**src/include/qldp_defines.svh**
```systemverilog
// Purpose: Register map, field positions and counts for the LO divider
// Assumes: Included by the package, by qldp_phase_gen and qldp_top, and by the tests
// Notes:   Definitions only
`ifndef QLDP_DEFINES_SVH
`define QLDP_DEFINES_SVH

`define QLDP_ADDR_W              12
`define QLDP_DATA_W              8
`define QLDP_ADDR_PHASE          12'h02D
`define QLDP_ADDR_LOCFG          12'h02E

`define QLDP_PHASE_MSB           3
`define QLDP_PHASE_LSB           0
`define QLDP_PHASE_RESET         4'h0
`define QLDP_PHASE_PAD           4'h0

`define QLDP_LOCFG_RATIO_MSB     2
`define QLDP_LOCFG_RATIO_LSB     0
`define QLDP_LOCFG_SYNC_FALL_BIT 3
`define QLDP_LOCFG_PAD           4'h0
`define QLDP_RATIO_CODE_DIV4     3'h0
`define QLDP_RATIO_CODE_DIV8     3'h1
`define QLDP_RATIO_CODE_DIV16    3'h2
`define QLDP_RATIO_CODE_RESET    3'h0
`define QLDP_SYNC_FALL_RESET     1'h0

`define QLDP_CNT_W               4
`define QLDP_CNT_LOAD            4'h0
`define QLDP_CNT_STEP            4'h1
`define QLDP_CNT_TOP_DIV4        4'h3
`define QLDP_CNT_TOP_DIV8        4'h7
`define QLDP_CNT_TOP_DIV16       4'hF
`define QLDP_QUARTER_DIV4        4'h1
`define QLDP_QUARTER_DIV8        4'h2
`define QLDP_QUARTER_DIV16       4'h4
`define QLDP_MSB_DIV4            2'h1
`define QLDP_MSB_DIV8            2'h2
`define QLDP_MSB_DIV16           2'h3
`define QLDP_RDATA_ZERO          8'h00

`endif

```
**src/include/qldp_pkg.sv**
```systemverilog
// Purpose: Types shared by the LO divider and phase logic
// Assumes: Constants come from the defines header
// Notes:   Ratio enum is decoded from the three-bit config field
`include "qldp_defines.svh"

package qldp_pkg;

  typedef enum logic [1:0] {
    RATIO_DIV4,
    RATIO_DIV8,
    RATIO_DIV16
  } qldp_ratio_type;

  typedef struct packed {
    logic                      wr;
    logic                      rd;
    logic [`QLDP_ADDR_W-1:0]   addr;
    logic [`QLDP_DATA_W-1:0]   wdata;
  } qldp_reg_req_type;

endpackage : qldp_pkg

```
**src/verilog/qldp_sync_capture.sv**
```systemverilog
// Purpose: Samples the divider sync pin on a chosen LO edge, gives a pulse
// Assumes: sync_pin is asynchronous or launched on the opposite edge
// Notes:   Two full synchronisers, one per edge; selection after them
module qldp_sync_capture
  import qldp_pkg::*;
(
  input  wire logic ref_clk,
  input  wire logic rstn,
  input  wire logic sync_pin,
  input  wire logic sample_fall,
  output logic      sync_edge
);

  logic rise_s1_r;
  logic rise_s2_r;
  logic fall_s1_r;
  logic fall_s2_r;
  logic fall_rt_r;
  logic sel_prev_r;
  logic sync_edge_r;
  wire  sel_level;

  // Rising-edge sampling chain
  always_ff @(posedge ref_clk or negedge rstn) begin
    if (!rstn) begin
      rise_s1_r <= 1'h0;
      rise_s2_r <= 1'h0;
    end else begin
      rise_s1_r <= sync_pin;
      rise_s2_r <= rise_s1_r;
    end
  end

  // Falling-edge sampling chain
  always_ff @(negedge ref_clk or negedge rstn) begin
    if (!rstn) begin
      fall_s1_r <= 1'h0;
      fall_s2_r <= 1'h0;
    end else begin
      fall_s1_r <= sync_pin;
      fall_s2_r <= fall_s1_r;
    end
  end

  assign sel_level = sample_fall ? fall_rt_r : rise_s2_r;

  always_ff @(posedge ref_clk or negedge rstn) begin
    if (!rstn) begin
      fall_rt_r   <= 1'h0;
      sel_prev_r  <= 1'h0;
      sync_edge_r <= 1'h0;
    end else begin
      fall_rt_r   <= fall_s2_r;
      sel_prev_r  <= sel_level;
      sync_edge_r <= sel_level & ~sel_prev_r;
    end
  end

  assign sync_edge = sync_edge_r;

endmodule : qldp_sync_capture

```
**src/verilog/qldp_phase_gen.sv**
```systemverilog
// Purpose: One channel's I and Q LO outputs from the shared divider count
// Assumes: cnt steps once per LO clock and wraps at the divide ratio
// Notes:   Half-count steps use a falling-edge retime of an early copy
`include "qldp_defines.svh"
module qldp_phase_gen
  import qldp_pkg::*;
(
  input  wire logic                   ref_clk,
  input  wire logic                   rstn,
  input  wire logic [`QLDP_CNT_W-1:0] cnt,
  input  wire logic [3:0]             code,
  input  wire qldp_ratio_type         ratio,
  output logic                        lo_i,
  output logic                        lo_q
);

  logic [4:0]             half_steps;
  logic [`QLDP_CNT_W-1:0] quarter;
  logic [1:0]             msb;
  wire  [`QLDP_CNT_W-1:0] whole;
  wire                    half;
  wire  [`QLDP_CNT_W-1:0] x_pos;
  wire  [`QLDP_CNT_W-1:0] x_early;
  wire  [`QLDP_CNT_W-1:0] xq_pos;
  wire  [`QLDP_CNT_W-1:0] xq_early;
  logic                   i_pos_r;
  logic                   q_pos_r;
  logic                   i_early_r;
  logic                   q_early_r;
  logic                   i_neg_r;
  logic                   q_neg_r;

  // Code k is k/16 of a turn (odd k rounds down at divide-by-4), expressed here in half LO clocks
  always_comb begin
    case (ratio)
      RATIO_DIV4: begin
        half_steps = {2'h0, code[3:1]};
        quarter    = `QLDP_QUARTER_DIV4;
        msb        = `QLDP_MSB_DIV4;
      end
      RATIO_DIV8: begin
        half_steps = {1'h0, code};
        quarter    = `QLDP_QUARTER_DIV8;
        msb        = `QLDP_MSB_DIV8;
      end
      RATIO_DIV16: begin
        half_steps = {code, 1'h0};
        quarter    = `QLDP_QUARTER_DIV16;
        msb        = `QLDP_MSB_DIV16;
      end
      default: begin
        half_steps = {1'h0, code};
        quarter    = `QLDP_QUARTER_DIV8;
        msb        = `QLDP_MSB_DIV8;
      end
    endcase
  end

  assign whole    = half_steps[4:1];
  assign half     = half_steps[0];
  assign x_pos    = cnt + whole;
  assign x_early  = x_pos + `QLDP_CNT_STEP;
  assign xq_pos   = x_pos - quarter;
  assign xq_early = x_early - quarter;

  // Final flops clocked straight from the LO clock; MSB gives 50% duty
  always_ff @(posedge ref_clk or negedge rstn) begin
    if (!rstn) begin
      i_pos_r   <= 1'h0;
      q_pos_r   <= 1'h0;
      i_early_r <= 1'h0;
      q_early_r <= 1'h0;
    end else begin
      i_pos_r   <= x_pos[msb];
      q_pos_r   <= xq_pos[msb];
      i_early_r <= x_early[msb];
      q_early_r <= xq_early[msb];
    end
  end

  always_ff @(negedge ref_clk or negedge rstn) begin
    if (!rstn) begin
      i_neg_r <= 1'h0;
      q_neg_r <= 1'h0;
    end else begin
      i_neg_r <= i_early_r;
      q_neg_r <= q_early_r;
    end
  end

  assign lo_i = half ? i_neg_r : i_pos_r;
  assign lo_q = half ? q_neg_r : q_pos_r;

endmodule : qldp_phase_gen

```
**src/verilog/qldp_top.sv**
```systemverilog
// Purpose: CW LO divide-by-M quadrature generator with per-channel phase
// Assumes: ref_clk is the multi-rate LO clock; register port is on it
// Notes:   Ratio and phase changes take effect at a divider wrap or sync
`include "qldp_defines.svh"
module qldp_top
  import qldp_pkg::*;
#(
  parameter int NUM_CH = 8
) (
  input  wire logic                    ref_clk,
  input  wire logic                    rstn,
  input  wire qldp_reg_req_type        reg_req,
  input  wire logic [NUM_CH-1:0]       chan_sel,
  output logic [`QLDP_DATA_W-1:0]      reg_rdata,
  input  wire logic                    sync_pin,
  output logic [NUM_CH-1:0]            lo_i,
  output logic [NUM_CH-1:0]            lo_q
);

  // Register decode
  wire                        hit_phase;
  wire                        hit_locfg;
  wire                        wr_phase;
  wire                        wr_locfg;
  wire                        rd_phase;
  wire                        rd_locfg;
  wire  [2:0]                 wr_ratio_code;
  wire                        wr_code_valid;

  // Configuration storage
  logic [2:0]                 ratio_code_r;
  logic                       sync_fall_r;
  logic [3:0]                 phase_r     [NUM_CH];
  logic [3:0]                 phase_act_r [NUM_CH];
  qldp_ratio_type             ratio_cfg;
  qldp_ratio_type             ratio_act_r;

  // Divider state
  logic [`QLDP_CNT_W-1:0]     cnt_r;
  logic [`QLDP_CNT_W-1:0]     cnt_nxt;
  logic [`QLDP_CNT_W-1:0]     cnt_top;
  wire                        cnt_wrap;
  wire                        sync_edge;
  wire                        apply_cfg;

  // Read path
  logic [3:0]                 rd_phase_code;
  logic [`QLDP_DATA_W-1:0]    rdata_nxt;
  logic [`QLDP_DATA_W-1:0]    rdata_r;

  assign hit_phase = (reg_req.addr == `QLDP_ADDR_PHASE);
  assign hit_locfg = (reg_req.addr == `QLDP_ADDR_LOCFG);
  assign wr_phase  = reg_req.wr & hit_phase;
  assign wr_locfg  = reg_req.wr & hit_locfg;
  assign rd_phase  = reg_req.rd & hit_phase;
  assign rd_locfg  = reg_req.rd & hit_locfg;

  assign wr_ratio_code =
    reg_req.wdata[`QLDP_LOCFG_RATIO_MSB:`QLDP_LOCFG_RATIO_LSB];

  assign wr_code_valid = (wr_ratio_code == `QLDP_RATIO_CODE_DIV4)
                       | (wr_ratio_code == `QLDP_RATIO_CODE_DIV8)
                       | (wr_ratio_code == `QLDP_RATIO_CODE_DIV16);

  // LO config register: ratio code only replaced by a valid code
  always_ff @(posedge ref_clk or negedge rstn) begin
    if (!rstn) begin
      ratio_code_r <= `QLDP_RATIO_CODE_RESET;
      sync_fall_r  <= `QLDP_SYNC_FALL_RESET;
    end else if (wr_locfg) begin
      if (wr_code_valid) begin
        ratio_code_r <= wr_ratio_code;
      end
      sync_fall_r <= reg_req.wdata[`QLDP_LOCFG_SYNC_FALL_BIT];
    end
  end

  // Stored code to ratio
  always_comb begin
    case (ratio_code_r)
      `QLDP_RATIO_CODE_DIV4:  ratio_cfg = RATIO_DIV4;
      `QLDP_RATIO_CODE_DIV8:  ratio_cfg = RATIO_DIV8;
      `QLDP_RATIO_CODE_DIV16: ratio_cfg = RATIO_DIV16;
      default:                ratio_cfg = RATIO_DIV4;
    endcase
  end

  // Per-channel phase registers; a write reaches every selected channel
  genvar ch;
  generate
    for (ch = 0; ch < NUM_CH; ch++) begin : g_phase_reg
      always_ff @(posedge ref_clk or negedge rstn) begin
        if (!rstn) begin
          phase_r[ch] <= `QLDP_PHASE_RESET;
        end else if (wr_phase && chan_sel[ch]) begin
          phase_r[ch] <=
            reg_req.wdata[`QLDP_PHASE_MSB:`QLDP_PHASE_LSB];
        end
      end

      // Taken into use at a wrap or a sync edge, so an output never changes phase mid-count
      always_ff @(posedge ref_clk or negedge rstn) begin
        if (!rstn) begin
          phase_act_r[ch] <= `QLDP_PHASE_RESET;
        end else if (apply_cfg) begin
          phase_act_r[ch] <= phase_r[ch];
        end
      end
    end
  endgenerate

  // Sync input capture on the selected LO edge
  qldp_sync_capture u_sync (
    .ref_clk     (ref_clk),
    .rstn        (rstn),
    .sync_pin    (sync_pin),
    .sample_fall (sync_fall_r),
    .sync_edge   (sync_edge)
  );

  // Divider count limit for the ratio in use
  always_comb begin
    case (ratio_act_r)
      RATIO_DIV4:  cnt_top = `QLDP_CNT_TOP_DIV4;
      RATIO_DIV8:  cnt_top = `QLDP_CNT_TOP_DIV8;
      RATIO_DIV16: cnt_top = `QLDP_CNT_TOP_DIV16;
      default:     cnt_top = `QLDP_CNT_TOP_DIV4;
    endcase
  end

  assign cnt_wrap  = (cnt_r >= cnt_top);
  assign apply_cfg = cnt_wrap | sync_edge;

  // A sync pulse every M clocks lands exactly on the natural wrap
  always_comb begin
    if (sync_edge) begin
      cnt_nxt = `QLDP_CNT_LOAD;
    end else if (cnt_wrap) begin
      cnt_nxt = `QLDP_CNT_LOAD;
    end else begin
      cnt_nxt = cnt_r + `QLDP_CNT_STEP;
    end
  end

  always_ff @(posedge ref_clk or negedge rstn) begin
    if (!rstn) begin
      cnt_r       <= `QLDP_CNT_LOAD;
      ratio_act_r <= RATIO_DIV4;
    end else begin
      cnt_r <= cnt_nxt;
      if (apply_cfg) begin
        ratio_act_r <= ratio_cfg;
      end
    end
  end

  // Output stages, one per channel, all on the shared count
  generate
    for (ch = 0; ch < NUM_CH; ch++) begin : g_chan
      qldp_phase_gen u_gen (
        .ref_clk (ref_clk),
        .rstn    (rstn),
        .cnt     (cnt_r),
        .code    (phase_act_r[ch]),
        .ratio   (ratio_act_r),
        .lo_i    (lo_i[ch]),
        .lo_q    (lo_q[ch])
      );
    end
  endgenerate

  // Phase read returns the lowest selected channel
  always_comb begin
    rd_phase_code = `QLDP_PHASE_RESET;
    for (int i = NUM_CH - 1; i >= 0; i--) begin
      if (chan_sel[i]) begin
        rd_phase_code = phase_r[i];
      end
    end
  end

  always_comb begin
    if (rd_phase) begin
      rdata_nxt = {`QLDP_PHASE_PAD, rd_phase_code};
    end else if (rd_locfg) begin
      rdata_nxt = {`QLDP_LOCFG_PAD, sync_fall_r, ratio_code_r};
    end else begin
      rdata_nxt = `QLDP_RDATA_ZERO;
    end
  end

  always_ff @(posedge ref_clk or negedge rstn) begin
    if (!rstn) begin
      rdata_r <= `QLDP_RDATA_ZERO;
    end else if (reg_req.rd) begin
      rdata_r <= rdata_nxt;
    end
  end

  assign reg_rdata = rdata_r;

endmodule : qldp_top

```
**config.mk**
```make
export PLATFORM = sky130hd
export DESIGN_NAME = qldp_top
export DESIGN_NICKNAME = d
export VERILOG_FILES = /design/src/include/qldp_pkg.sv /design/src/verilog/qldp_sync_capture.sv /design/src/verilog/qldp_phase_gen.sv /design/src/verilog/qldp_top.sv
export VERILOG_INCLUDE_DIRS = /design/src /design/src/include
export SDC_FILE = /design/constraint.sdc
export NUM_CORES = 1
export LEC_CHECK = 0
export CELL_PAD_IN_SITES_DETAIL_PLACEMENT = 0
export CELL_PAD_IN_SITES_GLOBAL_PLACEMENT = 1
export CORE_ASPECT_RATIO = 1.75
export CORE_UTILIZATION = 52
export CTS_CLUSTER_DIAMETER = 30
export DETAILED_ROUTE_END_ITERATION = 12
export DONT_BUFFER_PORTS = 1
export PLACE_DENSITY = 0.86
export SETUP_SLACK_MARGIN = 0.1
export SYNTH_ARGS = -nofsm -noshare
export SYNTH_HDL_FRONTEND = slang
export SYNTH_SLANG_ARGS = --single-unit
```
**constraint.sdc**
```tcl
create_clock -name ref_clk -period 6.84 [get_ports ref_clk]
set_input_delay 1.368 -clock ref_clk [delete_from_list [all_inputs] [get_ports ref_clk]]
set_output_delay 1.368 -clock ref_clk [all_outputs]
set_load 0.005 [all_outputs]
```
==> results of run 1 <==
-- placed cells by master (no fill, tap or decap), types with 9 or more instances in the layout --
master / Yosys / layout
nand2_1: 54 / 54
and4_1: 9 / 9
xor2_1: 24 / 24
dfrtp_1: 115 / 115
a31oi_1: 13 / 13
a211oi_1: 18 / 18
a21oi_1: 37 / 37
mux2_2: 51 / 51
o21a_1: 23 / 23
nor2_1: 67 / 67
o22ai_1: 24 / 24
buf_4: 20 / 9
o21ai_0: 52 / 52
and3_1: 18 / 18
clkbuf_16: 0 / 17
fa_1: 24 / 24
ha_1: 87 / 87
nor3_1: 12 / 12
inv_1: 69 / 68
xnor2_1: 10 / 10
dfrtn_1: 18 / 18
mux2_4: 32 / 32
nor2b_1: 24 / 24
a21o_1: 9 / 9
-- cells in the mapped netlist, types with 9 or more instances --
master      n
dfrtp_1   115
buf_4      20
xor2_1     24
a21oi_1    37
o22ai_1    24
ha_1       87
o21a_1     23
o21ai_0    52
inv_1      69
dfrtn_1    18
nor2b_1    24
xnor2_1    10
clkbuf_1   25
nand2_1    54
nor3_1     12
a211oi_1   18
a21o_1      9
a31oi_1    13
and4_1      9
buf_2      10
mux2_2     51
mux2_4     32
fa_1       24
nor2_1     67
and3_1     18
-- registers in the layout, indices dropped and copies added (netlist names), 2 cells and up --
signal / cells
g_chan.u_gen.q_neg_r: 8
ratio_code_r: 3
phase_r: 32
ratio_act_r: 2
g_chan.u_gen.q_early_r: 8
cnt_r: 4
g_chan.u_gen.q_pos_r: 8
g_chan.u_gen.i_early_r: 8
reg_rdata: 4
g_chan.u_gen.i_pos_r: 8
g_chan.u_gen.i_neg_r: 8
phase_act_r: 32
-- where the power goes --
part / internal (mW) / switching (mW) / total, mW
clock network: 0.603 / 0.359 / 0.963
registers: 0.949 / 0.0775 / 1.03
logic: 0.619 / 0.675 / 1.29
-- layer usage --
layer | vias to the layer above | GRT usage (%) | share of wire [%]
li1 | 3286 | - | -
met1 | 3383 | 26.6 | 41
met2 | 125 | 44.7 | 54
met3 | 45 | 3.04 | 2.5
met4 | 0 | 12.0 | 2.9
met5 | - | 0 | 0
-- kinds of logic after synthesis --
logic type | after synthesis | share of synthesized area, %
xor gates and xnor gates | 42 | 4.93
AOI/OAI and AO/OA | 213 | 14.4
buffers and inverters | 131 | 6.06
adders and majority gates | 111 | 16.2
DFF | 133 | 34.3
muxes | 84 | 11.0
and+or+nand+nor | 236 | 13.1
other | 1 | 0.0386
-- how the worst max path moves through the flow --
stage,start,end,slack [ps],cells past startpoint
after global placement,g_chan[5].u_gen.i_neg_r$_DFF_NN0_,lo_i[5],1470,1
after CTS,g_chan[5].u_gen.i_neg_r$_DFF_NN0_,lo_i[5],1030,1
final,g_chan[5].u_gen.i_neg_r$_DFF_NN0_,lo_i[5],1040,1
after detailed placement,g_chan[5].u_gen.i_neg_r$_DFF_NN0_,lo_i[5],1460,1
after floorplan,g_chan[0].u_gen.i_neg_r$_DFF_NN0_,lo_i[0],1380,2
after global routing,g_chan[4].u_gen.i_neg_r$_DFF_NN0_,lo_i[4],1020,1
-- through the flow --
stage	util (%)	power, mW	setup WS, ps	cells	area [um2]
after floorplan	-	2.13	1380	954	9710
after global placement	53.7	2.30	1470	1135	9750
after detailed placement	53.7	2.35	1460	1135	9750
after CTS	57.1	3.32	1030	1167	10400
after global routing	57.1	3.54	1020	1167	10400
final	57.1	3.28	1040	1167	10400
-- final cells by class --
class,count,area (um2)
clock buffer,21,470
clock inverter,11,148
fill,1572,7770
inverter,69,259
multi-input combinational,690,5800
sequential,133,3330
tap,234,293
timing repair buffer,9,67.6
==> results.json, run 1 <==
{
  "viasPerCell": 5.86,
  "timing.rr.end": "g_chan[1].u_gen.q_early_r$_DFF_PN0_",
  "drt_first_iter_violations": 281,
  "numCtsBuffers": 17,
  "core_um2": 18100,
  "diodes": 0,
  "synth_ff_type": "dfrtp_1",
  "syn_area_per_cell_um2": 10.2,
  "yosys.cell_types.count": 55,
  "antenna_found_initial": 0,
  "status": "complete, no violations",
  "worstSkewPairLatency_ps": 420,
  "ir_worst_vdd_uv": 171,
  "grt_max_degree": 134,
  "synth-edff-count": 0,
  "cts_tree": "built",
  "grt_overflow": 0,
  "p_leak_nw": 5.07,
  "hold_viol": 0,
  "clockBufferDepth": 2,
  "synthArstFlopShare_pct": 100,
  "r2r_slack_ps": 2100,
  "fp.dieArea_um2": 19200,
  "r2r_start": "ratio_act_r[0]$_DFFE_PN0P_",
  "route.detailed.drc": 0,
  "cp-end-kind": "primary output",
  "nNetsFinal": 1064,
  "ant_nets": 0,
  "drv_cap": 0,
  "power_density_nw_per_um2": 317,
  "firstDrtPassIters": 4,
  "synth.largest_area_cell": "dfrtp_1",
  "cp.required_ps": 5470,
  "post_cts_resized": 0,
  "min_from": "u_sync.fall_s1_r$_DFF_NN0_",
  "cp_slowest_stage_delay_ps": 330,
  "clock-sinks": 133,
  "cp_top_family": "flip-flops",
  "whs_path_depth": 0,
  "ys_seq_elements": 133,
  "crit_type": "reg -> out",
  "port_buffers": 0,
  "cp_num_buf_inv": 0,
  "start_util_pct": 53.5,
  "yosys-top-cells-area": "dfrtp_1 (30%), ha_1 (11%), mux2_2 (5.9%), fa_1 (5.0%), mux2_4 (5.0%)",
  "die_y_um": 183,
  "routed_wl_um": 21600,
  "synth_top_area_share_pct": 29.7,
  "cp_slowest_cell": "dfrtn_1",
  "synth_cells": 951,
  "clk_pin_slew_ps": 50,
  "worstMarginPinSlew_ps": 1070,
  "gp_congestion": 0.839,
  "post_cts_buffers": 0,
  "cp_cell_sequence": "mux2_2",
  "crit_fanout": 1,
  "critPathArrivalTime_ps": 4430,
  "setup_viol": 0,
  "ios": 57,
  "ff2ff_path_depth": 19,
  "root_buffer": "clkbuf_16",
  "syn_area_um2": 9700,
  "synth_warnings": 0,
  "rows": 65,
  "critPathLaunchType": "register",
  "rsz0062_at_grt": "no",
  "vias": 6839,
  "hold-worst-slack_ps": 296,
  "max_slew_margin_pct": 28.6,
  "hold_end": "u_sync.fall_s2_r$_DFF_NN0_",
  "drt-wirelength-per-cell_um": 18.5,
  "hp-class": "reg -> reg",
  "die_w_um": 105,
  "hpwl_um": 15300,
  "grt_first_pass_wirelength_um": 35600,
  "ctsHoldBuffers": 0,
  "area_delta_synth_final_pct": 6.81,
  "drive_gt1_share_pct": 15.3,
  "grt_usage_pct": 24.1,
  "htree_levels": 4,
  "grt_pass1_vias": 7158,
  "timing.final.max_slew_violations": 0,
  "fin_setup_tns_ps": 0,
  "clock-skew-final_ps": 28.3,
  "synth_seq_area_share_pct": 34.3
}
(Power assumes the default switching activity.)
==> run 2: changes to the inputs <==
CORE_UTILIZATION = 47   (was 52)
PLACE_DENSITY = 0.82   (was 0.86)
clock period = 4.8 ns   (was 6.84 ns; I/O delays follow)
==> run 2 against run 1 <==
Register-to-register slack worse by 1600 ps. Flip-flop and latch count stayed put. Count of clock-buffer cells in the layout is 1 higher. Largest cell class unchanged. Sequential share of layout area is 0.12 points lower. Largest power group unchanged. Critical path type unchanged.
==> results.json, run 2 (same netlist as run 1, synthesis figures left out) <==
{
  "hpwl_um": 15500,
  "max_slew_margin_pct": 34.8,
  "final_area_um2": 10400,
  "grt_first_pass_wirelength_um": 36100,
  "grt_max_degree": 134,
  "start_util_pct": 47.8,
  "fin_util_pct": 51.3,
  "die_y_um": 192,
  "ant_nets": 0,
  "dp_slack_ps": 410,
  "reg_top3": "phase_act_r (32), phase_r (32)",
  "diodes": 0,
  "cp_top_family": "flip-flops",
  "post_cts_buffers": 0,
  "port_buffers": 0,
  "power_density_nw_per_um2": 444,
  "gp_congestion": 0.782,
  "nNetsFinal": 1070,
  "route.detailed.drc": 0,
  "root_buffer": "clkbuf_16",
  "timing.final.max_slew_violations": 0,
  "min_period_over_period_pct": 90.9,
  "status": "complete, no violations",
  "hp-class": "in -> async",
  "clkPwrFrac_pct": 28.7,
  "final_common_cell": "dfrtp_1",
  "clock-skew-final_ps": 25.8,
  "crit_fanout": 1,
  "cts_tree": "built",
  "p_int_mw": 3.05,
  "drt-wirelength-per-cell_um": 18.2,
  "die_w_um": 111,
  "cp_num_buf_inv": 0,
  "htree_levels": 4,
  "drv_cap": 0,
  "numCtsBuffers": 17,
  "cp-end-kind": "primary output",
  "worstSkewPairLatency_ps": 430,
  "vias": 6873,
  "hold_viol": 0,
  "worstMarginPinSlew_ps": 975,
  "ios": 57,
  "clock-sinks": 133,
  "core_um2": 20300,
  "clk_pin_slew_ps": 60,
  "grt_pass1_vias": 7090,
  "firstDrtPassIters": 7,
  "post_cts_resized": 0,
  "mostFrequentLayoutCells": "dfrtp_1 (115), ha_1 (87), inv_1 (68)",
  "swShare_pct": 34.1,
  "crit_type": "reg -> out",
  "grt_overflow": 0,
  "critPathArrivalTime_ps": 3410,
  "period_minus_slack_ps": 4370,
  "n_fill_cell": 1823,
  "viasPerCell": 5.79,
  "cp_slowest_stage_delay_ps": 330,
  "cp_slowest_cell": "dfrtn_1",
  "rsz0062_at_grt": "no",
  "cp_cell_sequence": "mux2_2",
  "ir_worst_vdd_uv": 271,
  "routed_wl_um": 21700,
  "fp.dieArea_um2": 21200,
  "power_frac_seq_pct": 31.2,
  "grt_usage_pct": 21.8,
  "postLayoutSetupSlackWorst_ps": 435,
  "dpl_cell_area_um2": 9810,
  "area_delta_synth_final_pct": 7.21,
  "p_leak_nw": 5.09,
  "fin_setup_tns_ps": 0,
  "drive_gt1_share_pct": 15.8,
  "setup_viol": 0,
  "critPathLaunchType": "register",
  "power_switching_mw": 1.57,
  "drt_first_iter_violations": 369,
  "rows": 69,
  "antenna_found_initial": 0,
  "clockBufferDepth": 2,
  "combPwrFrac_pct": 40.0,
  "cp.required_ps": 3840,
  "ctsHoldBuffers": 0,
  "max_clock_freq_mhz": 231
}
run 2: worst register-to-register path, cell delays in order (launching register included):
cell and delay, ps:
dfrtp_1 360, inv_1 160, ha_1 280, inv_1 80, nor2_1 750, a21oi_1 80
a21oi_1 150, nor2_1 70, ha_1 190, inv_1 70, fa_1 450, inv_1 190
ha_1 300, ha_1 270, nor2b_1 130, o21a_1 180, o221a_2 240, nor3_1 280
run 2: layer usage:
layer | up-vias | track usage (%) | wire (um)
li1 | 3291 | - | -
met1 | 3425 | 24.5 | 8900
met2 | 118 | 40.2 | 11500
met3 | 39 | 3.94 | 667
met4 | 0 | 9.54 | 617
met5 | - | 0 | 0
run 2: worst paths after layout:
check                                             startpoint                             endpoint  slack, ps  depth (start not counted)
setup / recovery           g_chan[0].u_gen.i_neg_r$_DFF_NN0_                              lo_i[0]        430                          1
hold / removal                                          rstn    g_chan[2].u_gen.q_pos_r$_DFF_PN0_        230                          0
setup reg to reg                  ratio_act_r[0]$_DFFE_PN0P_  g_chan[2].u_gen.q_early_r$_DFF_PN0_        470                         17
hold reg to reg                   u_sync.fall_s1_r$_DFF_NN0_           u_sync.fall_s2_r$_DFF_NN0_        290                          0
max in group asynchronous                               rstn    g_chan[0].u_gen.i_neg_r$_DFF_NN0_       2040                          0
min in group ref_clk              u_sync.fall_s1_r$_DFF_NN0_           u_sync.fall_s2_r$_DFF_NN0_        290                          0
run 2: cell type report:
cell class | count | area (um2) | area share, %
sequential | 133 | 3330 | 32.0
tap | 248 | 310 | 2.98
clock buffer | 22 | 474 | 4.56
clock inverter | 10 | 120 | 1.15
multi-input combinational | 690 | 5800 | 55.7
inverter | 69 | 259 | 2.49
timing repair buffer | 15 | 113 | 1.08
run 2: stage by stage:
stage                     instances  hold WS, ps  total power, mW
after CTS                      1187          214             4.69
final                          1187          233             4.62
after global routing           1187          205             5.01
after detailed placement       1155          295             3.34
after floorplan                 954          292             3.04
after global placement         1155          294             3.28
run 2: power groups by stage:
stage	Combinational, mW	Clock [mW]	Sequential, mW
final	1.85	1.33	1.44
after CTS	1.88	1.36	1.45
after global placement	1.82	0	1.46
after global routing	2.14	1.41	1.47
after detailed placement	1.87	0	1.47
after floorplan	1.61	0	1.43
==> run 3: changes to the inputs <==
PLACE_DENSITY = 0.81   (was 0.82)
SYNTH_HIERARCHICAL = 1   (was default)
==> run 3 against run 2 <==
Die area shrank 2.4%. Via count shrank 12%. Clock skew down 1.3 ps. Clock power grew 17%. First-iteration DRC count down 28%. Sequential power rose by 7%. Register-to-register slack better by 710 ps. Worst hold slack lost 2.1 ps. Flip-flop and latch count stayed put. Synthesized cell count down 11%. Total power rose by 21%. Critical path type unchanged. Cell count down 7.2%.
==> results.json, run 3 <==
{
  "cp_num_buf_inv": 0,
  "vias": 6073,
  "synthArstFlopShare_pct": 100,
  "clock-skew-final_ps": 24.5,
  "synth_ff_type": "dfrtp_1",
  "drive_gt1_share_pct": 18.6,
  "syn_area_um2": 9470,
  "grt_use_met3_pct": 4.62,
  "yosysMostFrequentCell": "dfrtp_1",
  "busiest_layer": "met2",
  "ctsHoldBuffers": 0,
  "post_cts_resized": 0,
  "multi_input_area_um2": 5580,
  "worstSkewPairLatency_ps": 420,
  "ios": 57,
  "timing.final.max_slew_violations": 0,
  "status": "complete, no violations",
  "grt_overflow": 0,
  "cts_tree": "built",
  "cp.required_ps": 3840,
  "mostFrequentLayoutCells": "dfrtp_1 (113), inv_1 (94), ha_1 (84)",
  "yosys-top-cells-area": "dfrtp_1 (30%), ha_1 (11%), mux2_2 (6.5%), mux2_4 (5.2%), fa_1 (5.1%)",
  "die_y_um": 190,
  "clk_pin_slew_ps": 60,
  "dp_slack_ps": 849,
  "synth_cells": 850,
  "viasPerCell": 5.52,
  "met1_usage_pct": 21.5,
  "cp_slowest_cell": "dfrtn_1",
  "drt_first_iter_violations": 267,
  "numCtsBuffers": 17,
  "hp-class": "in -> async",
  "grt_pass1_vias": 6479,
  "ys_top_cells_by_count": "dfrtp_1 (115), inv_1 (94), ha_1 (84)",
  "swShare_pct": 36.6,
  "grt_first_pass_wirelength_um": 32600,
  "synth_seq_area_share_pct": 35.2,
  "fin_setup_tns_ps": 0,
  "fp.dieArea_um2": 20700,
  "p_leak_nw": 5.04,
  "route.detailed.drc": 0,
  "routed_wl_um": 19600,
  "critPathArrivalTime_ps": 3400,
  "ys_seq_elements": 133,
  "crit_type": "reg -> out",
  "setup_viol": 0,
  "synth_warnings": 6,
  "diodes": 0,
  "seqCellArea_um2": 3330,
  "syn_area_per_cell_um2": 11.1,
  "reg_top3": "phase_act_r (32), phase_r (32)",
  "power_density_nw_per_um2": 542,
  "firstDrtPassIters": 4,
  "rows": 68,
  "root_buffer": "clkbuf_16",
  "use_met2_pct": 39.2,
  "ant_nets": 0,
  "hpwl_um": 14200,
  "grt_usage_pct": 20.9,
  "cp_slowest_stage_delay_ps": 330,
  "core_um2": 19700,
  "htree_levels": 4,
  "yosys.cell_types.count": 51,
  "die_w_um": 109,
  "final_common_cell": "dfrtp_1",
  "start_util_pct": 48.0,
  "worstMarginPinSlew_ps": 913,
  "port_buffers": 0,
  "p_int_mw": 3.56,
  "grt_max_degree": 134,
  "cp_top_family": "flip-flops",
  "rsz0062_at_grt": "no",
  "clock-sinks": 133,
  "synth-edff-count": 0,
  "drt-wirelength-per-cell_um": 17.8,
  "gp_congestion": 0.784,
  "power_switching_mw": 2.05,
  "ir_worst_vdd_uv": 279,
  "clkPwrFrac_pct": 27.7,
  "synth.largest_area_cell": "dfrtp_1",
  "synth_top_area_share_pct": 30.4,
  "hold_viol": 0,
  "nNetsFinal": 984,
  "drv_cap": 0,
  "clockBufferDepth": 2,
  "crit_fanout": 1,
  "n_fill_cell": 1761,
  "cp_cell_sequence": "mux2_2",
  "max_slew_margin_pct": 39.2,
  "area_delta_synth_final_pct": 9.33,
  "cp-end-kind": "primary output",
  "combPwrFrac_pct": 44.8,
  "postLayoutSetupSlackWorst_ps": 445,
  "critPathLaunchType": "register",
  "post_cts_buffers": 0,
  "antenna_found_initial": 0,
  "power_frac_seq_pct": 27.5
}
==> run 3: cell types whose count changed after synthesis, sizes merged, moves of 18 or more <==
cell	change
o22ai	-20
a22oi	+22
nor2	-54
and3	-18
inv	+25
o21a	-20
==> run 3: logic make-up after synthesis <==
logic type	after synthesis	synth area share [%]
AND/OR/NAND/NOR	122	8.06
other	1	0.0396
AO/OA/AOI/OAI	177	12.4
buffers and inverters	131	5.97
multiplexers	106	13.7
XOR/XNOR	72	8.46
adder cells (fa/ha/maj)	108	16.2
flip-flops	133	35.2
==> run 3: per-layer routing <==
metal / vias up / share of wire, %
li1: 2931 / -
met1: 3028 / 37
met2: 76 / 56
met3: 38 / 3.2
met4: 0 / 2.9
met5: - / 0
==> run 3: worst register-to-register path, stage by stage (launching register included) <==
cell,delay (ps)
dfrtp_4,1010
o21ai_0,260
ha_1,250
inv_1,80
fa_1,460
inv_1,150
fa_1,440
a21oi_1,220
or3b_1,360
mux2i_1,140
a221oi_1,70
==> run 3: power groups by stage <==
stage / Combinational (mW) / Clock (mW) / Sequential [mW]
floorplan: 2.15 / 0 / 1.45
global placement: 2.47 / 0 / 1.56
detailed placement: 2.53 / 0 / 1.57
CTS: 2.55 / 1.58 / 1.55
global route: 2.86 / 1.63 / 1.58
finish: 2.52 / 1.55 / 1.54
==> run 3: area by class of cell <==
cell class                 count  share of cell area [%]
tap                          245                    2.96
clock buffer                  17                    4.11
inverter                      94                    3.41
timing repair buffer           8                   0.701
sequential                   133                    32.2
multi-input combinational    589                    53.9
clock inverter                15                    2.66
==> run 3: through the flow <==
stage	area, um2	util (%)	power (mW)	cells	hold WS, ps
6_report	10300	52.4	5.61	1101	231
5_1_grt	10300	52.4	6.07	1101	212
4_1_cts	10300	52.4	5.68	1101	212
3_5_place_dp	9650	48.9	4.10	1069	309
3_3_place_gp	9650	48.9	4.03	1069	303
2_1_floorplan	9480	-	3.59	853	292
==> run 3: path summary, 6_finish.rpt <==
check / depth (start not counted) / end / slack [ps] / startpoint
min in group ref_clk: 0 / u_sync/fall_s2_r$_DFF_NN0_ / 300 / u_sync/fall_s1_r$_DFF_NN0_
worst max-delay path: 1 / lo_i[2] / 440 / g_chan[2].u_gen/i_neg_r$_DFF_NN0_
worst max register to register: 10 / g_chan[0].u_gen/q_pos_r$_DFF_PN0_ / 1180 / ratio_act_r[0]$_DFFE_PN0P_
max in group asynchronous: 0 / g_chan[7].u_gen/i_neg_r$_DFF_NN0_ / 1950 / rstn
worst min register to register: 0 / u_sync/fall_s2_r$_DFF_NN0_ / 300 / u_sync/fall_s1_r$_DFF_NN0_
worst min-delay path: 0 / g_chan[1].u_gen/i_early_r$_DFF_PN0_ / 230 / rstn
